--- src/core/tms_params.svh ---
// constants of the transceiver mode sequencer: offsets, fields, resets, times
// assumes a single 250 MHz core clock and the plain register port
`ifndef TMS_PARAMS_SVH
`define TMS_PARAMS_SVH

`define TMS_CLK_MHZ 250
`define TMS_BOOT_US 10000
`define TMS_HIB_WAKE_US 7000
`define TMS_DOZE_WAKE_US 300
`define TMS_RADIO_ON_US 144

`define TMS_ADDR_CTRL 6'h00
`define TMS_ADDR_STATUS 6'h01
`define TMS_ADDR_TMR_CMP 6'h03
`define TMS_ADDR_TMR_VAL 6'h04
`define TMS_ADDR_AUX 6'h07
`define TMS_ADDR_PWR 6'h0C

`define TMS_CTRL_CMD_LSB 0
`define TMS_CTRL_CMD_MSB 2
`define TMS_CTRL_TMR_EN 8
`define TMS_AUX_SEL_LSB 0
`define TMS_AUX_SEL_MSB 3
`define TMS_AUX_DOZE_EN 9

`define TMS_AUX_SLOW_SEL 4'h7
`define TMS_AUX_RST 16'h000F
`define TMS_PWR_RST 16'h00BC
`define TMS_PWR_NOMINAL 16'h00BC
`define TMS_PWR_MAXIMUM 16'h00FF
`define TMS_CMP_RST 16'hFFFF

`endif

--- src/core/tms_pkg.sv ---
// types of the transceiver mode sequencer
// assumes nothing beyond a SystemVerilog compiler
package tms_pkg;

   typedef enum logic [2:0]
   {
      tms_cmd_idle,
      tms_cmd_hibernate,
      tms_cmd_doze,
      tms_cmd_receive,
      tms_cmd_transmit
   } tms_cmd_t;

   typedef enum logic [3:0]
   {
      tms_st_boot,
      tms_st_idle,
      tms_st_hibernate,
      tms_st_doze,
      tms_st_wake,
      tms_st_rx_start,
      tms_st_rx,
      tms_st_tx_start,
      tms_st_tx
   } tms_state_t;

endpackage : tms_pkg

--- src/core/tms_sequencer.sv ---
// transceiver operating-mode sequencer with its small register file
// assumes host inputs synchronous to clk_sys and one-cycle register strobes
//
// Contract
// reset release: Off to Idle after 10-25 ms
// Idle: oscillator on, aux clock, port active
// low-power modes entered only by host command
// reset held: everything off, outputs high impedance
// Hibernate: oscillator off, port ignored, wake 7-20 ms
// Doze: aux clock only if enabled, <=1 MHz
// Doze: port ignored, wake 300 us plus period
// receive request: receiver on within 144 us
// transmit request: transmitter on within 144 us
// power 0x00BC nominal, 0x00FF maximum
// host holds reset low at least 250 ns
// host waits for Idle before any transaction
//
// Chosen here: the plain strobed port and the register addresses.
`include "tms_params.svh"

module tms_sequencer
   import tms_pkg::*;
#(
   parameter int unsigned BOOT_CYC = `TMS_BOOT_US * `TMS_CLK_MHZ,
   parameter int unsigned HIB_WAKE_CYC = `TMS_HIB_WAKE_US * `TMS_CLK_MHZ,
   parameter int unsigned DOZE_WAKE_CYC = `TMS_DOZE_WAKE_US * `TMS_CLK_MHZ,
   parameter int unsigned RADIO_ON_CYC = `TMS_RADIO_ON_US * `TMS_CLK_MHZ,
   parameter int unsigned WAIT_W = 24,
   parameter int unsigned TMR_W = 16
)
(
   // clock and reset
   input wire logic clk_sys,
   input wire logic rst_n,
   // register port
   input wire logic [5:0] reg_addr,
   input wire logic [15:0] reg_wdata,
   input wire logic reg_wr,
   input wire logic reg_rd,
   output logic [15:0] reg_rdata,
   // host wake line
   input wire logic wake_request_in,
   // host interrupt pin, driven high and idle
   output logic irq_n_out,
   output logic irq_oe,
   // auxiliary clock pin
   output logic aux_clock_out,
   output logic aux_clock_oe,
   // mode outputs
   output logic osc_en,
   output logic rx_en,
   output logic tx_en,
   output logic ready,
   output logic [3:0] mode,
   // power amplifier level
   output logic [7:0] pa_level,
   output logic pa_nominal,
   output logic pa_maximum
);

   // state and registers
   tms_state_t state_q, state_d;
   logic [WAIT_W-1:0] wait_q, wait_d;
   logic [2:0] cmd_q;
   logic [TMR_W-1:0] tmr_q, cmp_q;
   logic [15:0] aux_q, pwr_q, div_q, rdata_q;
   logic [7:0] pa_level_q;
   logic tmr_en_q, irq_oe_q, aux_out_q, aux_oe_q;
   logic osc_q, rx_q, tx_q, ready_q, pa_nom_q, pa_max_q;

   // decoded conditions
   logic port_live, wr_ok, rd_ok, cmd_wr, tmr_match, aux_slow, aux_allow;
   logic osc_run;
   logic [2:0] cmd_new;

   // the port only works once the core has a running, settled clock
   assign port_live = (state_q == tms_st_idle) || (state_q == tms_st_rx) ||
                      (state_q == tms_st_tx);
   assign wr_ok = reg_wr && port_live;
   assign rd_ok = reg_rd && port_live;
   assign cmd_wr = wr_ok && (reg_addr == `TMS_ADDR_CTRL);
   assign cmd_new = reg_wdata[`TMS_CTRL_CMD_MSB:`TMS_CTRL_CMD_LSB];
   assign tmr_match = tmr_en_q && (tmr_q == cmp_q);
   assign aux_slow =
      aux_q[`TMS_AUX_SEL_MSB:`TMS_AUX_SEL_LSB] >= `TMS_AUX_SLOW_SEL;
   assign osc_run = (state_q != tms_st_hibernate);

   // taken from the next state so the pin enable moves with mode
   assign aux_allow = (state_d == tms_st_doze) ?
      (aux_q[`TMS_AUX_DOZE_EN] && aux_slow) :
      (state_d inside {tms_st_idle, tms_st_rx_start, tms_st_rx,
                       tms_st_tx_start, tms_st_tx});

   // mode sequencing
   always_comb
   begin
      state_d = state_q;
      wait_d = wait_q;
      case (state_q)
         tms_st_idle:
            if (cmd_wr)
               case (cmd_new)
                  tms_cmd_hibernate:
                     state_d = tms_st_hibernate;
                  tms_cmd_doze:
                     state_d = tms_st_doze;
                  tms_cmd_receive:
                  begin
                     state_d = tms_st_rx_start;
                     wait_d = WAIT_W'(RADIO_ON_CYC - 1);
                  end
                  tms_cmd_transmit:
                  begin
                     state_d = tms_st_tx_start;
                     wait_d = WAIT_W'(RADIO_ON_CYC - 1);
                  end
                  default:
                     state_d = tms_st_idle;
               endcase
         tms_st_hibernate:
            if (wake_request_in)
            begin
               state_d = tms_st_wake;
               wait_d = WAIT_W'(HIB_WAKE_CYC - 1);
            end
         tms_st_doze:
            if (wake_request_in || tmr_match)
            begin
               state_d = tms_st_wake;
               wait_d = WAIT_W'(DOZE_WAKE_CYC - 1);
            end
         // every timed step counts down, then lands on its target
         tms_st_boot, tms_st_wake, tms_st_rx_start, tms_st_tx_start:
            if (wait_q != '0)
               wait_d = wait_q - 1'b1;
            else if (state_q == tms_st_rx_start)
               state_d = tms_st_rx;
            else if (state_q == tms_st_tx_start)
               state_d = tms_st_tx;
            else
               state_d = tms_st_idle;
         // radio modes only go back through Idle
         tms_st_rx, tms_st_tx:
            if (cmd_wr && (cmd_new == tms_cmd_idle))
               state_d = tms_st_idle;
         default:
         begin
            state_d = tms_st_boot;
            wait_d = WAIT_W'(BOOT_CYC - 1);
         end
      endcase
   end

   always_ff @(posedge clk_sys or negedge rst_n)
   begin
      if (!rst_n)
      begin
         state_q <= tms_st_boot;
         wait_q <= WAIT_W'(BOOT_CYC - 1);
      end
      else
      begin
         state_q <= state_d;
         wait_q <= wait_d;
      end
   end

   // control register; contents survive every low-power mode
   always_ff @(posedge clk_sys or negedge rst_n)
   begin
      if (!rst_n)
      begin
         cmd_q <= 3'h0;
         tmr_en_q <= 1'b0;
      end
      else if (cmd_wr)
      begin
         cmd_q <= cmd_new;
         tmr_en_q <= reg_wdata[`TMS_CTRL_TMR_EN];
      end
   end

   // configuration registers, held while the port is asleep
   always_ff @(posedge clk_sys or negedge rst_n)
   begin
      if (!rst_n)
      begin
         aux_q <= `TMS_AUX_RST;
         pwr_q <= `TMS_PWR_RST;
         cmp_q <= TMR_W'(`TMS_CMP_RST);
      end
      else if (wr_ok)
      begin
         case (reg_addr)
            `TMS_ADDR_AUX:
               aux_q <= reg_wdata;
            `TMS_ADDR_PWR:
               pwr_q <= reg_wdata;
            `TMS_ADDR_TMR_CMP:
               cmp_q <= reg_wdata[TMR_W-1:0];
            default:
               aux_q <= aux_q;
         endcase
      end
   end

   // free running timer, frozen with the oscillator; writes restart it
   always_ff @(posedge clk_sys or negedge rst_n)
   begin
      if (!rst_n)
      begin
         tmr_q <= '0;
      end
      else if (wr_ok && (reg_addr == `TMS_ADDR_TMR_VAL))
      begin
         tmr_q <= reg_wdata[TMR_W-1:0];
      end
      else if (osc_run)
      begin
         tmr_q <= tmr_q + 1'b1;
      end
   end

   // read port; unmapped and sleeping reads give zero
   always_ff @(posedge clk_sys or negedge rst_n)
   begin
      if (!rst_n)
      begin
         rdata_q <= 16'h0000;
      end
      else if (rd_ok)
      begin
         case (reg_addr)
            `TMS_ADDR_CTRL:
               rdata_q <= {7'h00, tmr_en_q, 5'h00, cmd_q};
            `TMS_ADDR_STATUS:
               rdata_q <= {12'h000, state_q};
            `TMS_ADDR_TMR_CMP:
               rdata_q <= 16'(cmp_q);
            `TMS_ADDR_TMR_VAL:
               rdata_q <= 16'(tmr_q);
            `TMS_ADDR_AUX:
               rdata_q <= aux_q;
            `TMS_ADDR_PWR:
               rdata_q <= pwr_q;
            default:
               rdata_q <= 16'h0000;
         endcase
      end
      else
         rdata_q <= 16'h0000;
   end

   // aux clock divider: frequency is clk_sys / 2^(sel+1)
   always_ff @(posedge clk_sys or negedge rst_n)
   begin
      if (!rst_n)
      begin
         div_q <= 16'h0000;
      end
      else if (osc_run)
      begin
         div_q <= div_q + 16'h0001;
      end
   end

   // pin drivers; all released while reset is low
   always_ff @(posedge clk_sys or negedge rst_n)
   begin
      if (!rst_n)
      begin
         aux_out_q <= 1'b0;
         aux_oe_q <= 1'b0;
         irq_oe_q <= 1'b0;
      end
      else
      begin
         aux_out_q <= aux_allow &&
            div_q[aux_q[`TMS_AUX_SEL_MSB:`TMS_AUX_SEL_LSB]];
         aux_oe_q <= aux_allow;
         irq_oe_q <= 1'b1;
      end
   end

   // mode outputs
   always_ff @(posedge clk_sys or negedge rst_n)
   begin
      if (!rst_n)
      begin
         osc_q <= 1'b0;
         rx_q <= 1'b0;
         tx_q <= 1'b0;
         ready_q <= 1'b0;
      end
      else
      begin
         osc_q <= (state_d != tms_st_hibernate);
         rx_q <= (state_d == tms_st_rx);
         tx_q <= (state_d == tms_st_tx);
         ready_q <= (state_d == tms_st_idle) || (state_d == tms_st_rx) ||
                    (state_d == tms_st_tx);
      end
   end

   // power amplifier setting decode
   always_ff @(posedge clk_sys or negedge rst_n)
   begin
      if (!rst_n)
      begin
         pa_level_q <= 8'h00;
         pa_nom_q <= 1'b0;
         pa_max_q <= 1'b0;
      end
      else
      begin
         pa_level_q <= pwr_q[7:0];
         pa_nom_q <= (pwr_q == `TMS_PWR_NOMINAL);
         pa_max_q <= (pwr_q == `TMS_PWR_MAXIMUM);
      end
   end

   assign reg_rdata = rdata_q;
   assign irq_n_out = irq_oe_q;
   assign irq_oe = irq_oe_q;
   assign aux_clock_out = aux_out_q;
   assign aux_clock_oe = aux_oe_q;
   assign osc_en = osc_q;
   assign rx_en = rx_q;
   assign tx_en = tx_q;
   assign ready = ready_q;
   assign mode = state_q;
   assign pa_level = pa_level_q;
   assign pa_nominal = pa_nom_q;
   assign pa_maximum = pa_max_q;

endmodule : tms_sequencer

--- config.mk ---
export PLATFORM = sky130hd
export DESIGN_NAME = tms_sequencer
export DESIGN_NICKNAME = d
export VERILOG_FILES = /design/src/core/tms_pkg.sv /design/src/core/tms_sequencer.sv
export VERILOG_INCLUDE_DIRS = /design/src /design/src/core
export SDC_FILE = /design/constraint.sdc
export NUM_CORES = 1
export LEC_CHECK = 0
export ABC_AREA = 0
export ABC_CLOCK_PERIOD_IN_PS = 2700
export BUFFER_PORTS_ARGS = -buffer_cell sky130_fd_sc_hd__buf_2
export CAP_MARGIN = 10
export CELL_PAD_IN_SITES_DETAIL_PLACEMENT = 0
export CELL_PAD_IN_SITES_GLOBAL_PLACEMENT = 1
export CORE_ASPECT_RATIO = 1.5
export CORE_MARGIN = 1.5
export CORE_UTILIZATION = 43
export CTS_CLUSTER_DIAMETER = 100
export DETAILED_ROUTE_END_ITERATION = 7
export PLACE_DENSITY = 0.79
export SETUP_SLACK_MARGIN = 0.3
export SYNTH_ARGS = -nofsm -noshare
export SYNTH_HDL_FRONTEND = slang
export SYNTH_SLANG_ARGS = --single-unit
--- constraint.sdc ---
create_clock -name clk_sys -period 2.7 [get_ports clk_sys]
set_clock_uncertainty 0.05 [all_clocks]
set_input_delay 0.135 -clock clk_sys [delete_from_list [all_inputs] [get_ports clk_sys]]
set_output_delay 0.135 -clock clk_sys [all_outputs]
set_load 0.01 [all_outputs]
## Word-level counts from Yosys, hierarchy flattened

Index checks and enable logic that the tools add are counted.

| storage, ports and cells | value |
|---|---|
| output and inout port bits | 38 |
| register bits | 145 |
| word-level logic and storage cells | 107 |

| cells by class | value |
|---|---|
| bitwise operators | 1 |
| reduce and logical (&&, ||, !) cells | 26 |
| add/subtract/negate cells | 3 |
| mux-type cells | 22 |
| order comparisons | 2 |
| eq/ne operators | 33 |

Operator list:

| operator | number |
|---|---|
| $mux W24 | 5 |
| $pmux W24 S5 | 1 |
| $pmux W16 S6 | 1 |
| $mux W16 | 3 |
| $add A16 B1 Y16 const B | 2 |
| $eq A16 B8 Y1 const B | 2 |
| $eq A4 B3 Y1 const B | 7 |
| $mux W4 | 7 |
| $reduce_bool A24 Y1 | 1 |
| $sub A24 B1 Y24 const B | 1 |
| $pmux W4 S5 | 1 |
| $eq A16 B16 Y1 | 1 |
| $eq A4 B2 Y1 const B | 3 |
| $eq A6 B3 Y1 const B | 2 |
| $pmux W3 S4 | 1 |
| $ne A2 B2 Y1 const B | 5 |
| $eq A4 B1 Y1 const B | 2 |
| $eq A4 B4 Y1 const B | 2 |
| $logic_and A1 B1 Y1 | 8 |
| $ne A4 B2 Y1 const B | 2 |
| $eq A3 B2 Y1 const B | 2 |
| $eq A6 B1 Y1 const B | 1 |
| $eq A6 B2 Y1 const B | 1 |
| $eq A6 B4 Y1 const B | 1 |
| 17 further kinds | 25 |

## Logic depth before layout (Yosys ltp)

Gate-level depths: netlist of run 1.

| depth | value |
|---|---|
| depth after elaboration | 12 |
| gate-level depth with buffers | 11 |
| gate-level depth less buffers | 9 |

## Worst setup path before layout of run 1

Ideal clock, no wire load.

| path | value |
|---|---|
| kind | reg-to-reg |
| start point | reg state_q[0], in the netlist mode[0] |
| end point | reg osc_q, in the netlist osc_en |
| cell stages (with the launch flop) | 10 |
| arrival time | 2.422 ns |
| required time | 2.518 ns |
| period minus slack after synthesis | 2.603 ns |
| setup time | 0.132 ns |
| setup slack | 0.097 ns |
| cells stage by stage | dfrtp_1 -> buf_6 -> or4b_4 -> o311ai_2 -> and3_1 -> buf_4 -> a31oi_2 -> a2111oi_4 -> inv_2 -> or3b_1 |

| between the ends | value |
|---|---|
| cells in the longest elaborated chain, start to end | 9 |

Ends and longest elaborated chain:

| what | RTL line | text |
|---|---|---|
| start: declaration | tms_sequencer.sv:62 | `tms_state_t state_q, state_d;` |
| start signal: assignment | tms_sequencer.sv:158 | `state_q <= tms_st_boot;` |
| start signal: assignment | tms_sequencer.sv:163 | `state_q <= state_d;` |
| $eq A4 B1 Y1 / $eq A4 B3 Y1 (equally long branches) | tms_sequencer.sv:77, tms_sequencer.sv:99 |  |
| $logic_or A1 B1 Y1 (2 in series) | tms_sequencer.sv:77 | `assign port_live = (state_q == tms_st_idle) \|\| (state_q == tms_st_rx) \|\|` |
| $logic_and A1 B1 Y1 | tms_sequencer.sv:79 | `assign wr_ok = reg_wr && port_live;` |
| $logic_and A1 B1 Y1 | tms_sequencer.sv:81 | `` assign cmd_wr = wr_ok && (reg_addr == `TMS_ADDR_CTRL); `` |
| $logic_and A1 B1 Y1 | tms_sequencer.sv:144 | `if (cmd_wr && (cmd_new == tms_cmd_idle))` |
| $mux W4 | tms_sequencer.sv:144 |  |
| $pmux W4 S5 (*) | tms_sequencer.sv:99 | `case (state_q)` |
| named net state_d[0] | tms_sequencer.sv:62 |  |
| $ne A4 B2 Y1 (*) | tms_sequencer.sv:297 | `osc_q <= (state_d != tms_st_hibernate);` |
| end signal: assignment | tms_sequencer.sv:297 |  |
| end: declaration | tms_sequencer.sv:69 | `logic osc_q, rx_q, tx_q, ready_q, pa_nom_q, pa_max_q;` |

The timed path passes the listed nets; every way through them passes the cells marked *.
A chain may end at the register's enable or synchronous reset.

## Worst setup path in the final report of run 1

| path | value |
|---|---|
| start point | reg wait_q[19] |
| end point | reg osc_q, in the netlist osc_en |

| between the ends | value |
|---|---|
| cells in the longest elaborated chain, start to end | 4 |

Ends and longest elaborated chain:

| what | RTL line | text |
|---|---|---|
| start: declaration | tms_sequencer.sv:63 | `logic [WAIT_W-1:0] wait_q, wait_d;` |
| start signal: assignment | tms_sequencer.sv:159 | `wait_q <= WAIT_W'(BOOT_CYC - 1);` |
| start signal: assignment | tms_sequencer.sv:164 | `wait_q <= wait_d;` |
| $reduce_bool A24 Y1 | tms_sequencer.sv:134 | `if (wait_q != '0)` |
| $mux W4 | tms_sequencer.sv:134 |  |
| $pmux W4 S5 | tms_sequencer.sv:99 |  |
| named net state_d[2] | tms_sequencer.sv:62 |  |
| $ne A4 B2 Y1 | tms_sequencer.sv:297 |  |

The timed path passes the listed nets, and every way through them passes these cells.

==> results.cfg, run 1 <==
[run_status]
outcome = completed

[critical_path]
cp.required_ns = 2.95
end_kind = flip-flop
arrival_ns = 2.82
critPathSlowestCell = or4_4
max_stage_delay_ns = 0.58
crit_family = simple AND/OR/NAND/NOR gates
worstSetupPathType = reg2reg
worst-path-buf-inv = 2
path_cells = or4_4 > buf_6 > nor3_4 > buf_6 > a41oi_2 > a211oi_2 > o31ai_4 > or3b_1
startpoint_type = flip-flop
crit_fanout = 4
critPathMostFrequentCell = buf_6

[timing]
tns_ns = 0
setup_viol = 0
hold_viol_final = 0
rsz0062_at_grt = true
post-route-period-util_pct = 95.0
slew_viol_final = 0
tightest_slew_ns = 0.749
slew_headroom_pct = 49.4
period_needed_ns = 2.57
max_clock_freq_mhz = 390

[floorplanning]
top_level_ports = 65
fp.dieW_um = 112
core_sq_um = 17300
die_height_um = 166
dieArea_sq_um = 18500
start_util_pct = 43.8
rows = 59

[clock_network]
clk_pin_slew_ns = 0.06
clockBufferDepth = 2
cts_max_level = 4
cts_tree = yes
cts_root_buf = clkbuf_16
cts_buffers = 17
clkLatencyLatePin_ns = 0.43
cts.sinks = 145

[layout]
fillers = 1481
seqCellArea_sq_um = 3670
multiInputGateArea_sq_um = 4050
nets = 877
areaGrowthSynthToFinish_pct = 29.2
fin_util_pct = 56.6
drive_gt1_share_pct = 35.3
design_area_sq_um = 9820

[global_route]
grt_pass1_vias = 6595
antenna_found_initial = 0
grt_pass1_wl_mm = 34.8
grtUsageTotal_pct = 23.9
globalRouteOverflowTotal = 0
grt_start_max_net_pins = 65

[detailed_routing]
wl_per_cell_um = 20.5
avgViaCountPerCell = 5.89
drtPass1Iterations = 5
wl_mm = 22.0
drc = 0
vias = 6320
drtIter0Drc = 364
ant_nets = 0

[synthesis]
syn_nets = 754
synth_top_area_share_pct = 35.6
ys_seq_area_share_pct = 48.3
synth_seq_cells = 145
synth_async_sr_flop_share_pct = 100
synth-edff-count = 0
yosys_most_used_dff = dfrtp_1
synth_area_sq_um = 7600
yosys.cell_types.count = 75
synth.avg_cell_area_sq_um = 10.5
synth.largest_area_cell = dfrtp_1
synth_area_leaders = dfrtp_1, dfstp_2, mux2_2
synthCells = 723
ys_warn_count = 0

[placed_design]
port_buffers = 64
place.gp.congestion = 0.868
place_area_sq_um = 8500
hpwl_mm = 15.0

[power_and_ir_drop]
peakVddDrop_uv = 385
p_per_area_nw_per_um2 = 483
power.leakage_nw = 4.27

[run]
drv_cap = 0

[min_path]
hold_class = in2reg
==> report_power, final <==
part / switching [mW] / internal [mW]
logic: 0.103 / 0.0546
clock network: 1.01 / 1.39
registers: 0.000254 / 2.18
total: 1.12 / 3.62
==> worst min-delay path, stage by stage <==
cell and delay [ns]:
buf_2 0.21, a22oi_1 0.09, nand2_1 0.06
==> per-stage QoR <==
stage | setup slack (ns) | instances | hold WS [ns] | total power, mW
after global routing | 0.0556 | 1072 | 0.0587 | 4.90
after detailed placement | 0.0611 | 1004 | 0.114 | 2.35
after floorplan | 0.194 | 723 | -0.211 | 2.26
final | 0.134 | 1073 | 0.0629 | 4.74
after CTS | 0.142 | 1060 | 0.0301 | 4.78
after global placement | 0.122 | 1004 | 0.105 | 2.35
==> cell usage in the layout, fill, tap and decap left out, types with 6 or more instances in the layout <==
cell	instances
buf_6	7
mux2i_1	33
dfstp_2	37
clkbuf_16	20
o22ai_1	6
o22a_1	11
and3_1	7
mux2_4	9
inv_6	6
nor2_1	64
o21ai_2	7
dlygate4sd3_1	16
nand4_1	18
nor3_1	13
dfrtp_1	108
o21ai_0	16
o21ai_1	14
nand2_1	62
o31ai_1	14
o31ai_4	6
mux2_2	31
nand3_1	16
buf_4	52
xor2_1	11
xnor2_1	29
mux2_1	12
nor4_1	6
inv_1	10
buf_12	6
a21oi_1	32
buf_2	63
==> sequential cells by signal, indices dropped and copies added, names as in the netlist, 3 cells and up <==
register   flops
wait_q        24
aux_q         16
cmp_q         16
div_q         16
pwr_q         16
reg_rdata     16
tmr_q         16
pa_level       8
mode           4
cmd_q          3
==> worst paths after layout <==
path,slack [ns],depth (start not counted),to,from
setup / recovery,0.13,8,osc_en$_DFF_PN0_,wait_q[19]$_DFFE_PN0P_
hold reg to reg,0.38,0,pa_level[3]$_DFF_PN0_,pwr_q[3]$_DFFE_PN1P_
max in group asynchronous,1.54,3,cmp_q[9]$_DFFE_PN1P_,rst_n
min in group asynchronous,0.23,2,wait_q[6]$_DFFE_PN0P_,rst_n
setup reg to reg,0.13,8,osc_en$_DFF_PN0_,wait_q[19]$_DFFE_PN0P_
hold / removal,0.06,3,tmr_q[1]$_DFFE_PN0P_,reg_wdata[1]
==> synth_stat cells, types with 10 or more instances <==
cell type    n
o21ai_1     21
mux2_2      31
dfstp_2     37
a21oi_1     33
o22a_1      11
nand3_1     17
nand2_1     63
nor4_1      10
inv_1       10
nor3_1      16
mux2i_1     33
o31ai_1     23
mux2_1      21
nor2_1      64
buf_2       10
clkbuf_1    26
xor2_1      11
dfrtp_1    108
o21ai_0     16
xnor2_1     33
nand4_1     18
==> timing repair <==
action | in CTS | in global routing
buffers inserted | 7 | 8
endpoints found under the setup margin | 42 | 44
cloned | 1 | 4
pin swaps | 9 | 27
resized for setup | 10 | 48
endpoints found under the hold margin | 99 | 0
hold buffers | 16 | 0
==> metal layers <==
layer	vias to the layer above	share of wire, %	global-route usage [%]
met4	0	4.6	12.2
met2	217	54	43.3
met5	-	0	0
met1	3141	38	27.1
met3	77	3.5	3.32
li1	2885	-	-
==> final cells by class <==
cell class	instances	area share [%]
inverter	11	0.421
multi-input combinational	522	41.3
timing repair buffer	149	12.0
clock buffer	18	4.37
tap	213	2.71
sequential	145	37.4
antenna	1	0.0255
clock inverter	14	1.71
==> logic make-up after synthesis <==
kind of cell               after synthesis  synth area share, %
and+or+nand+nor                        236                 16.0
AOI/OAI and AO/OA                      147                 13.1
DFF                                    145                 48.3
muxes                                   90                 13.5
buffers and inverters                   56                 3.28
xor gates and xnor gates                44                 5.07
adders and majority gates                4                0.658
other                                    1               0.0493
(Power assumes the default switching activity.)
==> run 2, diff against run 1 <==
--- a/config.mk
+++ b/config.mk
@@ -18,6 +18,7 @@
 export CTS_CLUSTER_DIAMETER = 100
 export DETAILED_ROUTE_END_ITERATION = 7
 export PLACE_DENSITY = 0.79
+export REMOVE_ABC_BUFFERS = 1
 export SETUP_SLACK_MARGIN = 0.3
 export SYNTH_ARGS = -nofsm -noshare
 export SYNTH_HDL_FRONTEND = slang
==> run 2 against run 1 <==
Net effect: total power decreased by 2.4%; sequential share of layout area rose by 0.11 points; routed wire length grew 0.18%; largest power group unchanged; critical path type unchanged; global-route usage fell by 0.18 points; sequential power barely moved; first-iteration DRC count is 42% higher.
==> results.cfg, run 2 (synthesis gave the netlist of run 1 again) <==
[run_status]
outcome = completed

[detailed_routing]
wl_per_cell_um = 20.3
met1_length_mm = 8.42
vias = 6405
ant_nets = 0
top_layer = met4
drc = 0
wl_mm = 22.0
drtIter0Drc = 517
avgViaCountPerCell = 5.89
wl_met2_mm = 11.8
drtPass1Iterations = 5
wl_met3_mm = 1.11

[power_and_ir_drop]
p_seq_share_pct = 47.1
power_switching_mw = 1.04
peakVddDrop_uv = 388
clockPowerShare_pct = 49.4
power.leakage_nw = 4.29
intPower_mw = 3.58
p_sw_share_pct = 22.6
power.total_mw = 4.62
p_per_area_nw_per_um2 = 472
combPwrFrac_pct = 3.5

[layout]
instances_no_fill = 1087
layout_commonest_cell = dfrtp_1
diodes = 0
areaGrowthSynthToFinish_pct = 28.8
fillers = 1434
drive_gt1_share_pct = 37.1
mostFrequentLayoutCells = dfrtp_1, buf_4, nor2_1, buf_2, nand2_1
seqCellArea_sq_um = 3670
nets = 892
regMostFlops = wait_q
largest_reg_flops = 24
multiInputGateArea_sq_um = 3970

[clock_network]
cts_buffers = 17
cts_root_buf = clkbuf_16
clkLatencyLatePin_ns = 0.42
clk_pin_slew_ns = 0.06
cts_tree = yes
cts_max_level = 4
clockBufferDepth = 2
cts.sinks = 145

[global_route]
globalRouteOverflowTotal = 0
antenna_found_initial = 0
grt_start_max_net_pins = 60
grt_pass1_wl_mm = 34.5
grtUsageTotal_pct = 23.7
grt_pass1_vias = 6384

[run]
drv_cap = 0

[placed_design]
port_buffers = 64
dp.cells = 1015
place.gp.congestion = 0.871
hpwl_mm = 15.2

[floorplanning]
rows = 59
start_util_pct = 43.8
core_sq_um = 17300
dieArea_sq_um = 18500
die_height_um = 166
fp.dieW_um = 112
top_level_ports = 65

[critical_path]
startpoint_type = flip-flop
crit_fanout = 4
arrival_ns = 2.75
worstSetupPathType = reg2reg
cp.required_ns = 2.95
end_kind = flip-flop

[timing]
setup_viol = 0
hold_viol_final = 0
post-route-period-util_pct = 92.8
tightest_slew_ns = 0.598
slew_viol_final = 0
max_clock_freq_mhz = 399
period_needed_ns = 2.51
rsz0062_at_grt = true
slew_headroom_pct = 60.1

[min_path]
hold_class = in2reg
run 2: timing repair:
action                                 4_1_cts  5_1_grt
cloned                                       0        4
endpoints found under the hold margin       96        0
resized for setup                           20       55
setup buffers                                9       13
setup endpoints to repair                   46       55
pin swaps                                    7       27
hold buffers                                14        0
run 2: final timing paths:
path | from | cells past startpoint | slack, ns | end
min | reg_wdata[1] | 3 | 0.05 | tmr_q[1]$_DFFE_PN0P_
min reg2reg | pwr_q[3]$_DFFE_PN1P_ | 0 | 0.38 | pa_level[3]$_DFF_PN0_
min in group asynchronous | rst_n | 2 | 0.19 | wait_q[9]$_DFFE_PN0P_
max | wait_q[14]$_DFFE_PN0P_ | 7 | 0.19 | osc_en$_DFF_PN0_
max in group asynchronous | rst_n | 3 | 1.49 | cmp_q[13]$_DFFE_PN1P_
max reg2reg | wait_q[14]$_DFFE_PN0P_ | 7 | 0.19 | osc_en$_DFF_PN0_
run 2: through the flow:
stage	utilization (%)	setup TNS, ns	setup slack (ns)	hold WS, ns	instance area, sq um
after floorplan	-	-16.81	-0.985	-0.211	7390
after global placement	48.9	0	0.0376	0.0878	8480
after detailed placement	48.9	0	0.0238	0.0954	8480
after CTS	53.8	0	0.202	0.0186	9340
after global routing	56.4	0	0.0864	0.0283	9790
final	56.4	0	0.195	0.0451	9790
run 2: power groups by stage:
stage	logic, mW	registers, mW	clock network, mW
floorplan	0.0242	2.22	0
global placement	0.141	2.21	0
detailed placement	0.144	2.21	0
CTS	0.160	2.18	2.32
global route	0.177	2.18	2.42
finish	0.160	2.18	2.29
run 2: layer usage:
metal | global-route usage, % | vias up
met5 | 0 | -
met4 | 9.96 | 0
met3 | 4.20 | 54
met2 | 42.1 | 224
met1 | 28.0 | 3219
li1 | - | 2908
run 2: worst max-delay path: stages (launching register included):
cell	delay, ns
dfrtp_1	0.39
or4_4	0.57
nor4_4	0.26
buf_4	0.16
a41oi_2	0.12
a211oi_2	0.32
o31ai_4	0.15
or3b_1	0.36
run 2: area by class of cell:
type	instances	share of cell area [%]
timing repair buffer	164	12.9
inverter	11	0.422
clock inverter	10	1.05
multi-input combinational	522	40.5
tap	213	2.72
sequential	145	37.5
clock buffer	22	4.84
